===== src/hw/tsc_consts.vh =====
/*
 constants for the test start controller: glitch filter, test timing, modes, alarm modes.
 assumes one 100 MHz clock and a synchronous active-high reset.
*/
// What this block does
// - rising start input begins a new test or restarts the running one.
// - at test end, start still asserted launches another test once the result arrives.
// - start dropping aborts running test; last completed result stays shown.
// - start, repeat and abort act whether or not continuous testing is on.
// - continuous plus stop-when-clean with start held: stop on drop or clean.
// - delimited option lets start level set each single test's duration.
// - accept starts from keypad button, serial command and periodic schedule.
// - start input interpretation follows the configured test mode.
// - one switched input and two switched outputs for command and control.
// - data pair selectable as RS485, CAN or current-loop output.
// - RS485 control uses Modbus RTU with an external master.
// - two switched outputs follow the configured alarm mode.
`ifndef TSC_CONSTS_VH
`define TSC_CONSTS_VH
`define TSC_CLK_MHZ 100
`define TSC_FILT_US 1000
// counts written out at counter width: the 120 s product overflows 32-bit arithmetic
`define TSC_FILT_CYC 17'h1_86a0
`define TSC_FILT_W 17
`define TSC_TEST_S 120
`define TSC_TEST_CYC 40'h02_cb41_7800
`define TSC_TIME_W 40
// test mode field
`define TSC_TMODE_W 2
`define TSC_TMODE_OFF 2'h0
`define TSC_TMODE_INPUT 2'h1
`define TSC_TMODE_PERIODIC 2'h2
`define TSC_TMODE_BOTH 2'h3
// alarm mode field
`define TSC_AMODE_W 2
`define TSC_AMODE_RESULT 2'h0
`define TSC_AMODE_BUSY 2'h1
`define TSC_AMODE_CLEAN 2'h2
`define TSC_AMODE_OFF 2'h3
// data pair mode field
`define TSC_PAIR_W 2
`define TSC_PAIR_RS485 2'h0
`define TSC_PAIR_CAN 2'h1
`define TSC_PAIR_LOOP 2'h2
`endif


===== src/hw/tsc_filter.v =====
/*
 two-flop synchroniser and glitch filter with edge pulses for the start input.
 assumes input asynchronous to SYS_CLK_I is tolerable through two flops.
*/
`timescale 1ns/10ps
`include "tsc_consts.vh"
module tsc_filter #(
    parameter [`TSC_FILT_W-1:0] FILT_CYC = `TSC_FILT_CYC
) (
    input wire clk_i,
    input wire rst_i,
    input wire raw_i,
    output reg level_o,
    output reg rise_o,
    output reg fall_o
);
    reg meta_ff;
    reg sync_ff;
    reg [`TSC_FILT_W-1:0] cnt_ff;
    always @(posedge clk_i) begin
        if (rst_i) begin
            meta_ff <= 1'b0;
            sync_ff <= 1'b0;
            cnt_ff <= {`TSC_FILT_W{1'b0}};
            level_o <= 1'b0;
            rise_o <= 1'b0;
            fall_o <= 1'b0;
        end else begin
            meta_ff <= raw_i;
            sync_ff <= meta_ff;
            rise_o <= 1'b0;
            fall_o <= 1'b0;
            if (sync_ff == level_o) begin
                cnt_ff <= {`TSC_FILT_W{1'b0}};
            end else if (cnt_ff >= FILT_CYC - 1'b1) begin
                // level accepted only after holding for the filter time
                cnt_ff <= {`TSC_FILT_W{1'b0}};
                level_o <= sync_ff;
                rise_o <= sync_ff;
                fall_o <= ~sync_ff;
            end else begin
                cnt_ff <= cnt_ff + 1'b1;
            end
        end
    end
endmodule // tsc_filter


===== src/hw/tsc_timer.v =====
/*
 loadable down-counter giving a done pulse when a test or interval elapses.
 assumes caller reloads by start pulse; stop halts it but keeps the count.
*/
`timescale 1ns/10ps
`include "tsc_consts.vh"
module tsc_timer (
    input wire clk_i,
    input wire rst_i,
    input wire load_i,
    input wire stop_i,
    input wire [`TSC_TIME_W-1:0] len_i,
    output reg run_o,
    output reg done_o
);
    reg [`TSC_TIME_W-1:0] cnt_ff;
    always @(posedge clk_i) begin
        if (rst_i) begin
            cnt_ff <= {`TSC_TIME_W{1'b0}};
            run_o <= 1'b0;
            done_o <= 1'b0;
        end else begin
            done_o <= 1'b0;
            if (load_i) begin
                cnt_ff <= len_i;
                run_o <= 1'b1;
            end else if (stop_i) begin
                run_o <= 1'b0;
            end else if (run_o) begin
                if (cnt_ff <= 1) begin
                    run_o <= 1'b0;
                    done_o <= 1'b1;
                end else begin
                    cnt_ff <= cnt_ff - 1'b1;
                end
            end
        end
    end
endmodule // tsc_timer


===== src/hw/tsc_top.v =====
/*
 test start controller: sequences tests from the start input, button, serial command
 and periodic schedule; drives the two switched outputs and the data pair mode selects.
 assumes the measurement engine reports a result pulse with a clean flag, and that the
 serial command request is decoded from Modbus RTU frames upstream.
*/
`timescale 1ns/10ps
`include "tsc_consts.vh"
module tsc_top #(
    parameter [`TSC_FILT_W-1:0] FILT_CYC = `TSC_FILT_CYC,
    parameter [`TSC_TIME_W-1:0] TEST_CYC = `TSC_TEST_CYC
) (
    // clock and reset
    input wire SYS_CLK_I,
    input wire RST_I,
    // switched start input
    input wire START_IN_I,
    // other start and stop sources
    input wire BUTTON_I,
    input wire KEYPAD_FITTED_I,
    input wire SERIAL_START_I,
    input wire SERIAL_STOP_I,
    // configuration
    input wire [`TSC_TMODE_W-1:0] TEST_MODE_I,
    input wire CONTINUOUS_I,
    input wire STOP_CLEAN_I,
    input wire DELIMITED_I,
    input wire [`TSC_TIME_W-1:0] PERIOD_I,
    input wire [`TSC_AMODE_W-1:0] ALARM_MODE_I,
    input wire [`TSC_PAIR_W-1:0] PAIR_MODE_I,
    // measurement engine
    input wire RESULT_VALID_I,
    input wire RESULT_CLEAN_I,
    input wire ALARM_I,
    // test control and status
    output wire TEST_START_O,
    output wire TEST_ABORT_O,
    output wire TEST_END_O,
    output reg TESTING_O,
    output reg LAST_CLEAN_O,
    output reg RESULT_SEEN_O,
    // switched outputs
    output reg OUT1_O,
    output reg OUT2_O,
    // data pair selects
    output reg PAIR_RS485_O,
    output reg PAIR_CAN_O,
    output reg PAIR_LOOP_O
);
    localparam [2:0] ST_IDLE = 3'b001;
    localparam [2:0] ST_TEST = 3'b010;
    localparam [2:0] ST_HOLD = 3'b100;

    reg [2:0] state_ff;
    reg [2:0] nxt_state;
    reg start_pls;
    reg abort_pls;
    reg end_pls;
    reg alarm_ff;
    wire lvl;
    wire rise;
    wire fall;
    wire tmr_run;
    wire tmr_done;
    wire per_run;
    wire per_done;
    wire input_mode;
    wire periodic_mode;
    wire ext_start;

    function mode_has;
        input [`TSC_TMODE_W-1:0] mode;
        input [`TSC_TMODE_W-1:0] want;
        begin
            mode_has = (mode == want) || (mode == `TSC_TMODE_BOTH);
        end
    endfunction

    tsc_filter #(.FILT_CYC(FILT_CYC)) u_filt (
        .clk_i(SYS_CLK_I),
        .rst_i(RST_I),
        .raw_i(START_IN_I),
        .level_o(lvl),
        .rise_o(rise),
        .fall_o(fall)
    );

    // the test timer is not used to end delimited tests; those end on fall
    tsc_timer u_test (
        .clk_i(SYS_CLK_I),
        .rst_i(RST_I),
        .load_i(start_pls),
        .stop_i(abort_pls | end_pls),
        .len_i(TEST_CYC),
        .run_o(tmr_run),
        .done_o(tmr_done)
    );

    // periodic schedule restarts itself each interval
    tsc_timer u_period (
        .clk_i(SYS_CLK_I),
        .rst_i(RST_I),
        .load_i(periodic_mode & ~per_run),
        .stop_i(~periodic_mode),
        .len_i(PERIOD_I),
        .run_o(per_run),
        .done_o(per_done)
    );

    assign input_mode = mode_has(TEST_MODE_I, `TSC_TMODE_INPUT);
    assign periodic_mode = mode_has(TEST_MODE_I, `TSC_TMODE_PERIODIC);
    assign ext_start = (BUTTON_I & KEYPAD_FITTED_I) | SERIAL_START_I | per_done;

    always @* begin
        nxt_state = state_ff;
        start_pls = 1'b0;
        abort_pls = 1'b0;
        end_pls = 1'b0;
        case (state_ff)
            ST_IDLE: begin
                if ((input_mode & rise) | ext_start) begin
                    start_pls = 1'b1;
                    nxt_state = ST_TEST;
                end
            end
            ST_TEST: begin
                // a delimited test ends normally on the fall, so it must not abort here
                if (input_mode & fall & ~DELIMITED_I) begin
                    abort_pls = 1'b1;
                    nxt_state = ST_IDLE;
                end else if (SERIAL_STOP_I) begin
                    abort_pls = 1'b1;
                    nxt_state = ST_IDLE;
                end else if (input_mode & rise) begin
                    start_pls = 1'b1;
                end else if (~(input_mode & DELIMITED_I) & tmr_done) begin
                    end_pls = 1'b1;
                    nxt_state = ST_HOLD;
                end else if (input_mode & DELIMITED_I & ~lvl) begin
                    end_pls = 1'b1;
                    nxt_state = ST_HOLD;
                end else if (ext_start) begin
                    start_pls = 1'b1;
                end
            end
            ST_HOLD: begin
                // wait for the measurement result before deciding to repeat
                if (input_mode & fall) begin
                    nxt_state = ST_IDLE;
                end else if (input_mode & rise) begin
                    start_pls = 1'b1;
                    nxt_state = ST_TEST;
                end else if (RESULT_VALID_I) begin
                    if (CONTINUOUS_I & STOP_CLEAN_I & RESULT_CLEAN_I) begin
                        nxt_state = ST_IDLE;
                    end else if (input_mode & lvl & ~DELIMITED_I) begin
                        start_pls = 1'b1;
                        nxt_state = ST_TEST;
                    end else if (CONTINUOUS_I & ~(input_mode & DELIMITED_I)) begin
                        start_pls = 1'b1;
                        nxt_state = ST_TEST;
                    end else begin
                        nxt_state = ST_IDLE;
                    end
                end else if (ext_start) begin
                    start_pls = 1'b1;
                    nxt_state = ST_TEST;
                end
            end
            default: begin
                nxt_state = ST_IDLE;
            end
        endcase
    end

    assign TEST_START_O = start_pls;
    assign TEST_ABORT_O = abort_pls;
    assign TEST_END_O = end_pls;

    always @(posedge SYS_CLK_I) begin
        if (RST_I) begin
            state_ff <= ST_IDLE;
            TESTING_O <= 1'b0;
            LAST_CLEAN_O <= 1'b0;
            RESULT_SEEN_O <= 1'b0;
            alarm_ff <= 1'b0;
        end else begin
            state_ff <= nxt_state;
            TESTING_O <= (nxt_state != ST_IDLE);
            // only completed tests update the kept result
            if (RESULT_VALID_I && state_ff == ST_HOLD) begin
                LAST_CLEAN_O <= RESULT_CLEAN_I;
                RESULT_SEEN_O <= 1'b1;
                alarm_ff <= ALARM_I;
            end
        end
    end

    // switched outputs
    always @(posedge SYS_CLK_I) begin
        if (RST_I) begin
            OUT1_O <= 1'b0;
            OUT2_O <= 1'b0;
        end else begin
            case (ALARM_MODE_I)
                `TSC_AMODE_RESULT: begin
                    OUT1_O <= alarm_ff;
                    OUT2_O <= RESULT_SEEN_O & ~alarm_ff;
                end
                `TSC_AMODE_BUSY: begin
                    OUT1_O <= TESTING_O;
                    OUT2_O <= alarm_ff;
                end
                `TSC_AMODE_CLEAN: begin
                    OUT1_O <= LAST_CLEAN_O;
                    OUT2_O <= RESULT_SEEN_O & ~LAST_CLEAN_O;
                end
                default: begin
                    OUT1_O <= 1'b0;
                    OUT2_O <= 1'b0;
                end
            endcase
        end
    end

    // data pair mode selects; serial traffic itself is outside this block
    always @(posedge SYS_CLK_I) begin
        if (RST_I) begin
            PAIR_RS485_O <= 1'b1;
            PAIR_CAN_O <= 1'b0;
            PAIR_LOOP_O <= 1'b0;
        end else begin
            PAIR_RS485_O <= (PAIR_MODE_I == `TSC_PAIR_RS485);
            PAIR_CAN_O <= (PAIR_MODE_I == `TSC_PAIR_CAN);
            PAIR_LOOP_O <= (PAIR_MODE_I == `TSC_PAIR_LOOP);
        end
    end
endmodule // tsc_top


===== config.mk =====
export PLATFORM = sky130hd
export DESIGN_NAME = tsc_top
export DESIGN_NICKNAME = d
export VERILOG_FILES = /design/src/hw/tsc_filter.v /design/src/hw/tsc_timer.v /design/src/hw/tsc_top.v
export VERILOG_INCLUDE_DIRS = /design/src /design/src/hw
export SDC_FILE = /design/constraint.sdc
export NUM_CORES = 1
export LEC_CHECK = 0
export BUFFER_PORTS_ARGS = -buffer_cell sky130_fd_sc_hd__buf_2
export CORE_ASPECT_RATIO = 0.8
export CORE_MARGIN = 2
export CORE_UTILIZATION = 51
export CTS_CLUSTER_DIAMETER = 60
export DETAILED_ROUTE_END_ITERATION = 8
export HOLD_SLACK_MARGIN = 0.02
export MAX_ROUTING_LAYER = met4
export PLACE_DENSITY = 0.71
export SETUP_SLACK_MARGIN = 0.3
export SLEW_MARGIN = 20
export SYNTH_ARGS = -nofsm -noshare
export SYNTH_HDL_FRONTEND = slang
export SYNTH_SLANG_ARGS = --single-unit

===== constraint.sdc =====
create_clock -name SYS_CLK_I -period 4.31 [get_ports SYS_CLK_I]
set_input_delay 0.431 -clock SYS_CLK_I [delete_from_list [all_inputs] [get_ports SYS_CLK_I]]
set_output_delay 0.431 -clock SYS_CLK_I [all_outputs]
set_load 0.005 [all_outputs]

== Word level (Yosys, flattened, before mapping) ==
Index checks and enable logic that the tools add are counted.
Word-level totals
  register bits after elaboration: 118
  input bits: 59
  output and inout port bits: 11
  logic and storage cells: 150
Operators by class
  $add $sub $neg: 3
  order comparisons: 3
  equality and inequality tests: 15
  muxes and demuxes: 57
  bitwise gates (word level): 32
  reductions and logical operators: 17
Operators by type and width (number)
  $mux W40: 4
  $mux W34: 4
  $le A40 B1 Y1 const B: 2
  $sub A40 B1 Y40 const B: 2
  $mux W1: 32
  $mux W3: 10
  $add A17 B1 Y17 const B: 1
  $ge A17 B17 Y1 const B: 1
  $and A1 B1 Y1: 15
  $not A1 Y1: 13
  $pmux W1 S3: 3
  $pmux W3 S3: 1
  $reduce_and A3 Y1: 3
  $eq A2 B2 Y1 const B: 4
  $reduce_or A4 Y1: 2
  $eq A2 B1 Y1 const B: 3
  $mux W2: 3
  $reduce_bool A2 Y1: 3
  $reduce_or A3 Y1: 2
  $logic_not A2 Y1: 2
  $ne A2 B2 Y1 const B: 2
  $or A1 B1 Y1: 4
  $eq A3 B1 Y1 const B: 1
  $eq A3 B2 Y1 const B: 1
  8 further kinds: 9

== Longest topological paths before layout ==
  depth after elaboration: 14
  gate-level depth with buffers: 10
  depth with buffers taken out: 8

== Hierarchy ==
Synthesis repeated with hierarchy kept, for this count alone.
Second synthesis, totals
  cell total of the unflattened synthesis: 771
  area, all modules: 6540.0 um^2
Modules (own cells, without submodules)
  tsc_timer: times used 2, cells an instance 290, area each 2408.6 um^2, seq. area each 840.8 um^2
  tsc_filter: times used 1, cells an instance 109, area each 1061.0 um^2, seq. area each 440.4 um^2
  tsc_top: times used 1, cells an instance 82, area each 661.9 um^2, seq. area each 240.2 um^2

== Least setup slack after synthesis ==
No wires, ideal clock.
  path kind: reg2reg
  from: reg u_test.cnt_ff[0]
  to: reg u_test.cnt_ff[3]
  library setup time: 128 ps
  data arrival time: 2076 ps
  data required time: 4182 ps
  slack: 2106 ps
  stages on the path, launching flop included: 11
  buffers on the path: 2
  period minus slack after synthesis: 2204 ps
  cells stage by stage: dfxtp_1 -> inv_1 -> ha_1 -> nor2_1 -> or4_4 -> or4_4 -> buf_6 -> buf_6 -> nand3_2 -> xor2_1 -> nor2_1
Between the ends
  longest elaborated chain between the ends: 3
  elaborated cells between the ends (all ways): 4
  those cells by class: add/sub (1); order compare (1); bitwise (1); reduce/logical (1)
RTL lines
  from (decl): line tsc_timer.v:16  | reg [`TSC_TIME_W-1:0] cnt_ff;
  from (signal assigned): line tsc_timer.v:19  | cnt_ff <= {`TSC_TIME_W{1'b0}};
  from (signal assigned): line tsc_timer.v:25  | cnt_ff <= len_i;
  from (signal assigned): line tsc_timer.v:34  | cnt_ff <= cnt_ff - 1'b1;
  $le A40 B1 Y1: line tsc_timer.v:30  | if (cnt_ff <= 1) begin
  $not A1 Y1 (no line)
  $reduce_and A3 Y1 (no line)
Several ways; a longest one is shown, not always the timed one.
A chain may end at the register's enable or synchronous reset.

== Worst setup path after layout ==
  from: reg u_period.cnt_ff[26]
  to: reg u_period.cnt_ff[1]
Between the ends
  longest elaborated chain between the ends: 3
RTL lines (line)
  from (decl): tsc_timer.v:16
  from (signal assigned): tsc_timer.v:19
  from (signal assigned): tsc_timer.v:25
  from (signal assigned): tsc_timer.v:34
  $le A40 B1 Y1: tsc_timer.v:30
  $ne A2 B1 Y1 (no line)
  $reduce_and A3 Y1 (no line)
No other way between the ends.

==> impl_metrics.toml <==
[run_status]
status = "finished, final reports clean"

[timing]
period_share_pct = 69.67
fin_setup_tns_ps = 0
max_slew_margin_pct = 46.85
finalClockSkew_ps = 9.446
hold_viol_final = 0
rsz0062_at_grt = "no"
timing.fmax_mhz = 333.0
finalWorstSetupSlack_ps = 1307
tightest_slew_ps = 797.3
setup_viol = 0
period_minus_slack_ps = 3003
final_max_slew_viol_count = 0

[place]
gp_congestion = 0.8974
preCtsSetupSlack_ps = 1301
port_buffers = 69
hpwl_um = 11670
placed_cells = 1015

[synth]
syn_avg_cell_area_sq_um = 8.232
synth_seq_cells = 118
synth_simple_gate_area_share_pct = 33.03
synth_cells = 808
synthXorXnorAreaFrac_pct = 6.452
yosysWarnings = 0
synth_flop_cell = "dfxtp_1"
synth_top_family_by_area = "simple AND/OR/NAND/NOR gates"
ys_types = 75
yosysSeqAreaShare_pct = 35.52
synth.cell_area_sq_mm = 0.006651
muxShareOfSynthArea_pct = 0.7713
syn_nets = 872
synthAdderAreaFrac_pct = 0.9406
synth_edf_count = 0
synth-compound-area-share_pct = 18.91
ys_async_sr_fraction_pct = 0

[floorplanning]
rows = 37
dieWidth_um = 131.7
dieArea_sq_mm = 0.01398
floorplan.initialDensity_pct = 52.06
num_io_pins = 70
die_y_um = 106.1
core-area_sq_mm = 0.01278

[clock_tree]
cts_hold_buf = 0
cts_sinks = 118
cts_post_setup_buffers_inserted = 0
clk_pin_slew_ps = 60
cts_tree = "built"
worst_skew_pair.late_latency_ps = 430
root_buffer = "clkbuf_16"
cts_buffers = 17
clockBufferDepth = 2
htree_num_levels = 4
cts_resized = 0

[routing]
avgRoutedWirePerCell_um = 16.31
num_vias = 6173
ant_nets = 0
wl_um = 17090
drc_errors = 0
drt_iter0_drc = 531
dr.pass1.iters = 5
vias_per_cell = 5.890

[pwr]
p_per_area_mw_per_mm2 = 456.4
power.leakage_nw = 2.873
ir_worst_vdd_v = 0.0003514
finalPower_mw = 3.505

[layout]
drive_gt1_share_pct = 20.16
final_nets = 924
n_antenna_cell = 0
areaGrowthSynthToFinish_pct = 15.48
layout.cells.non_filler = 1048

[setup_path]
cp.required_ps = 4640
critPathCaptureType = "flop"
path_max_fanout = 28
arrival_ps = 3330
crit_path_start_kind = "flop"
critical_path_class = "reg2reg"

[global_route]
grt_pass1_wl_um = 28200
grt_antenna_before_repair = 0
grt_pass1_vias = 5853
grt_overflow_total = 0
grt_usage_pct = 25.64
grt_max_degree = 51

[flow_run]
max_cap_viol_count = 0

[worst_hold_path]
hp-class = "in2reg"
==> power breakdown <==
| group | internal (mW) | switching (mW) | total [mW] | leakage [nW] |
|---|---|---|---|---|
| Combinational | 0.287 | 0.476 | 0.762 | 1.60 |
| Sequential | 1.16 | 0.0911 | 1.25 | 0.965 |
| Clock | 0.975 | 0.515 | 1.49 | 0.305 |
| Total | 2.42 | 1.08 | 3.51 | 2.87 |
==> cell families (layout without fill, tap and decap cells) <==
| family | Yosys count | in the layout |
|---|---|---|
| buf+inv | 57 | 122 |
| compound gates | 185 | 185 |
| mux | 5 | 5 |
| fa+ha+maj | 5 | 5 |
| xor+xnor | 49 | 49 |
| simple gates | 389 | 389 |
| flops | 118 | 118 |
==> metrics by stage <==
| stage | utilization, % | cell area (sq um) | hold WS [ps] |
|---|---|---|---|
| 6_report | 60.12 | 7681 | 220.2 |
| 5_1_grt | 60.12 | 7681 | 213.0 |
| 4_1_cts | 59.88 | 7651 | 208.8 |
| 3_5_place_dp | 55.01 | 7029 | 448.6 |
| 3_3_place_gp | 55.01 | 7029 | 429.1 |
| 2_1_floorplan | - | 6651 | 413.8 |
==> cells in the mapped netlist, types with 12 or more instances <==
| master | count | share of area [%] |
|---|---|---|
| clkbuf_1 | 25 | 1.4 |
| nor3_1 | 23 | 1.7 |
| or4_1 | 12 | 1.4 |
| xor2_1 | 34 | 4.5 |
| nand2b_1 | 14 | 1.3 |
| nor2_1 | 104 | 5.9 |
| a21oi_1 | 58 | 4.4 |
| inv_1 | 13 | 0.73 |
| nand2_1 | 81 | 4.6 |
| o21ai_1 | 25 | 1.9 |
| dfxtp_1 | 118 | 36 |
| nor4_1 | 20 | 1.9 |
| o21ai_0 | 14 | 1.1 |
| xnor2_1 | 15 | 2.0 |
| nand3_1 | 25 | 1.9 |
| or3_1 | 17 | 1.6 |
==> routing by layer <==
metal | GRT usage, % | part of all wire, %
met1 | 34.12 | 48
met2 | 38.07 | 44
met5 | - | 0
met3 | 5.818 | 6.2
met4 | 10.09 | 2.0
==> layout make-up <==
type                            instances  area (sq um)
Sequential cell                       118          2362
Inverter                               14         52.55
Clock inverter                         14         182.7
Timing Repair Buffer                   76         417.9
Fill cell                            1175          5096
Tap cell                              175         219.0
Clock buffer                           18         439.2
Multi-Input combinational cell        633          4008
==> flip-flops by register name, indices dropped and copies added (netlist names), 3 cells and up <==
signal	cells
u_filt.cnt_ff	17
state_ff	3
u_period.cnt_ff	40
u_test.cnt_ff	40
==> cell usage in the layout, fill, tap and decap left out, drive strengths merged, types with 6 or more instances in the layout <==
| master | count |
|---|---|
| a31oi | 7 |
| or4 | 17 |
| nand2 | 81 |
| clkinv | 9 |
| nor3b | 6 |
| a21oi | 69 |
| nand4b | 6 |
| clkbuf | 18 |
| nand2b | 14 |
| nand3 | 32 |
| dfxtp | 118 |
| a211oi | 6 |
| inv | 13 |
| xnor2 | 15 |
| o21ai | 48 |
| nand4 | 12 |
| or3 | 17 |
| nor2b | 10 |
| o31ai | 9 |
| nor4 | 33 |
| xor2 | 34 |
| buf | 76 |
| nor2 | 104 |
| and3 | 11 |
| nor3 | 28 |
| o21a | 8 |
==> path summary, 6_finish.rpt <==
path / slack [ps] / end / cells past startpoint / startpoint
worst max-delay path: 1310 / u_period.cnt_ff[1]$_SDFFE_PP0P_ / 6 / u_period.cnt_ff[26]$_SDFFE_PP0P_
worst min-delay path: 220 / PAIR_CAN_O$_SDFF_PP0_ / 2 / PAIR_MODE_I[1]
worst max register to register: 1310 / u_period.cnt_ff[1]$_SDFFE_PP0P_ / 6 / u_period.cnt_ff[26]$_SDFFE_PP0P_
worst min register to register: 460 / u_filt.sync_ff$_SDFF_PP0_ / 1 / u_filt.meta_ff$_SDFF_PP0_
==> worst max-delay path: stages (launching register included) <==
cell      delay [ps]
dfxtp_1          380
nor4_2           550
nand3_1          430
o31ai_4          710
buf_4            460
a211oi_1         110
a211oi_1         260
No activity file was read; power rests on OpenSTA's default activity.
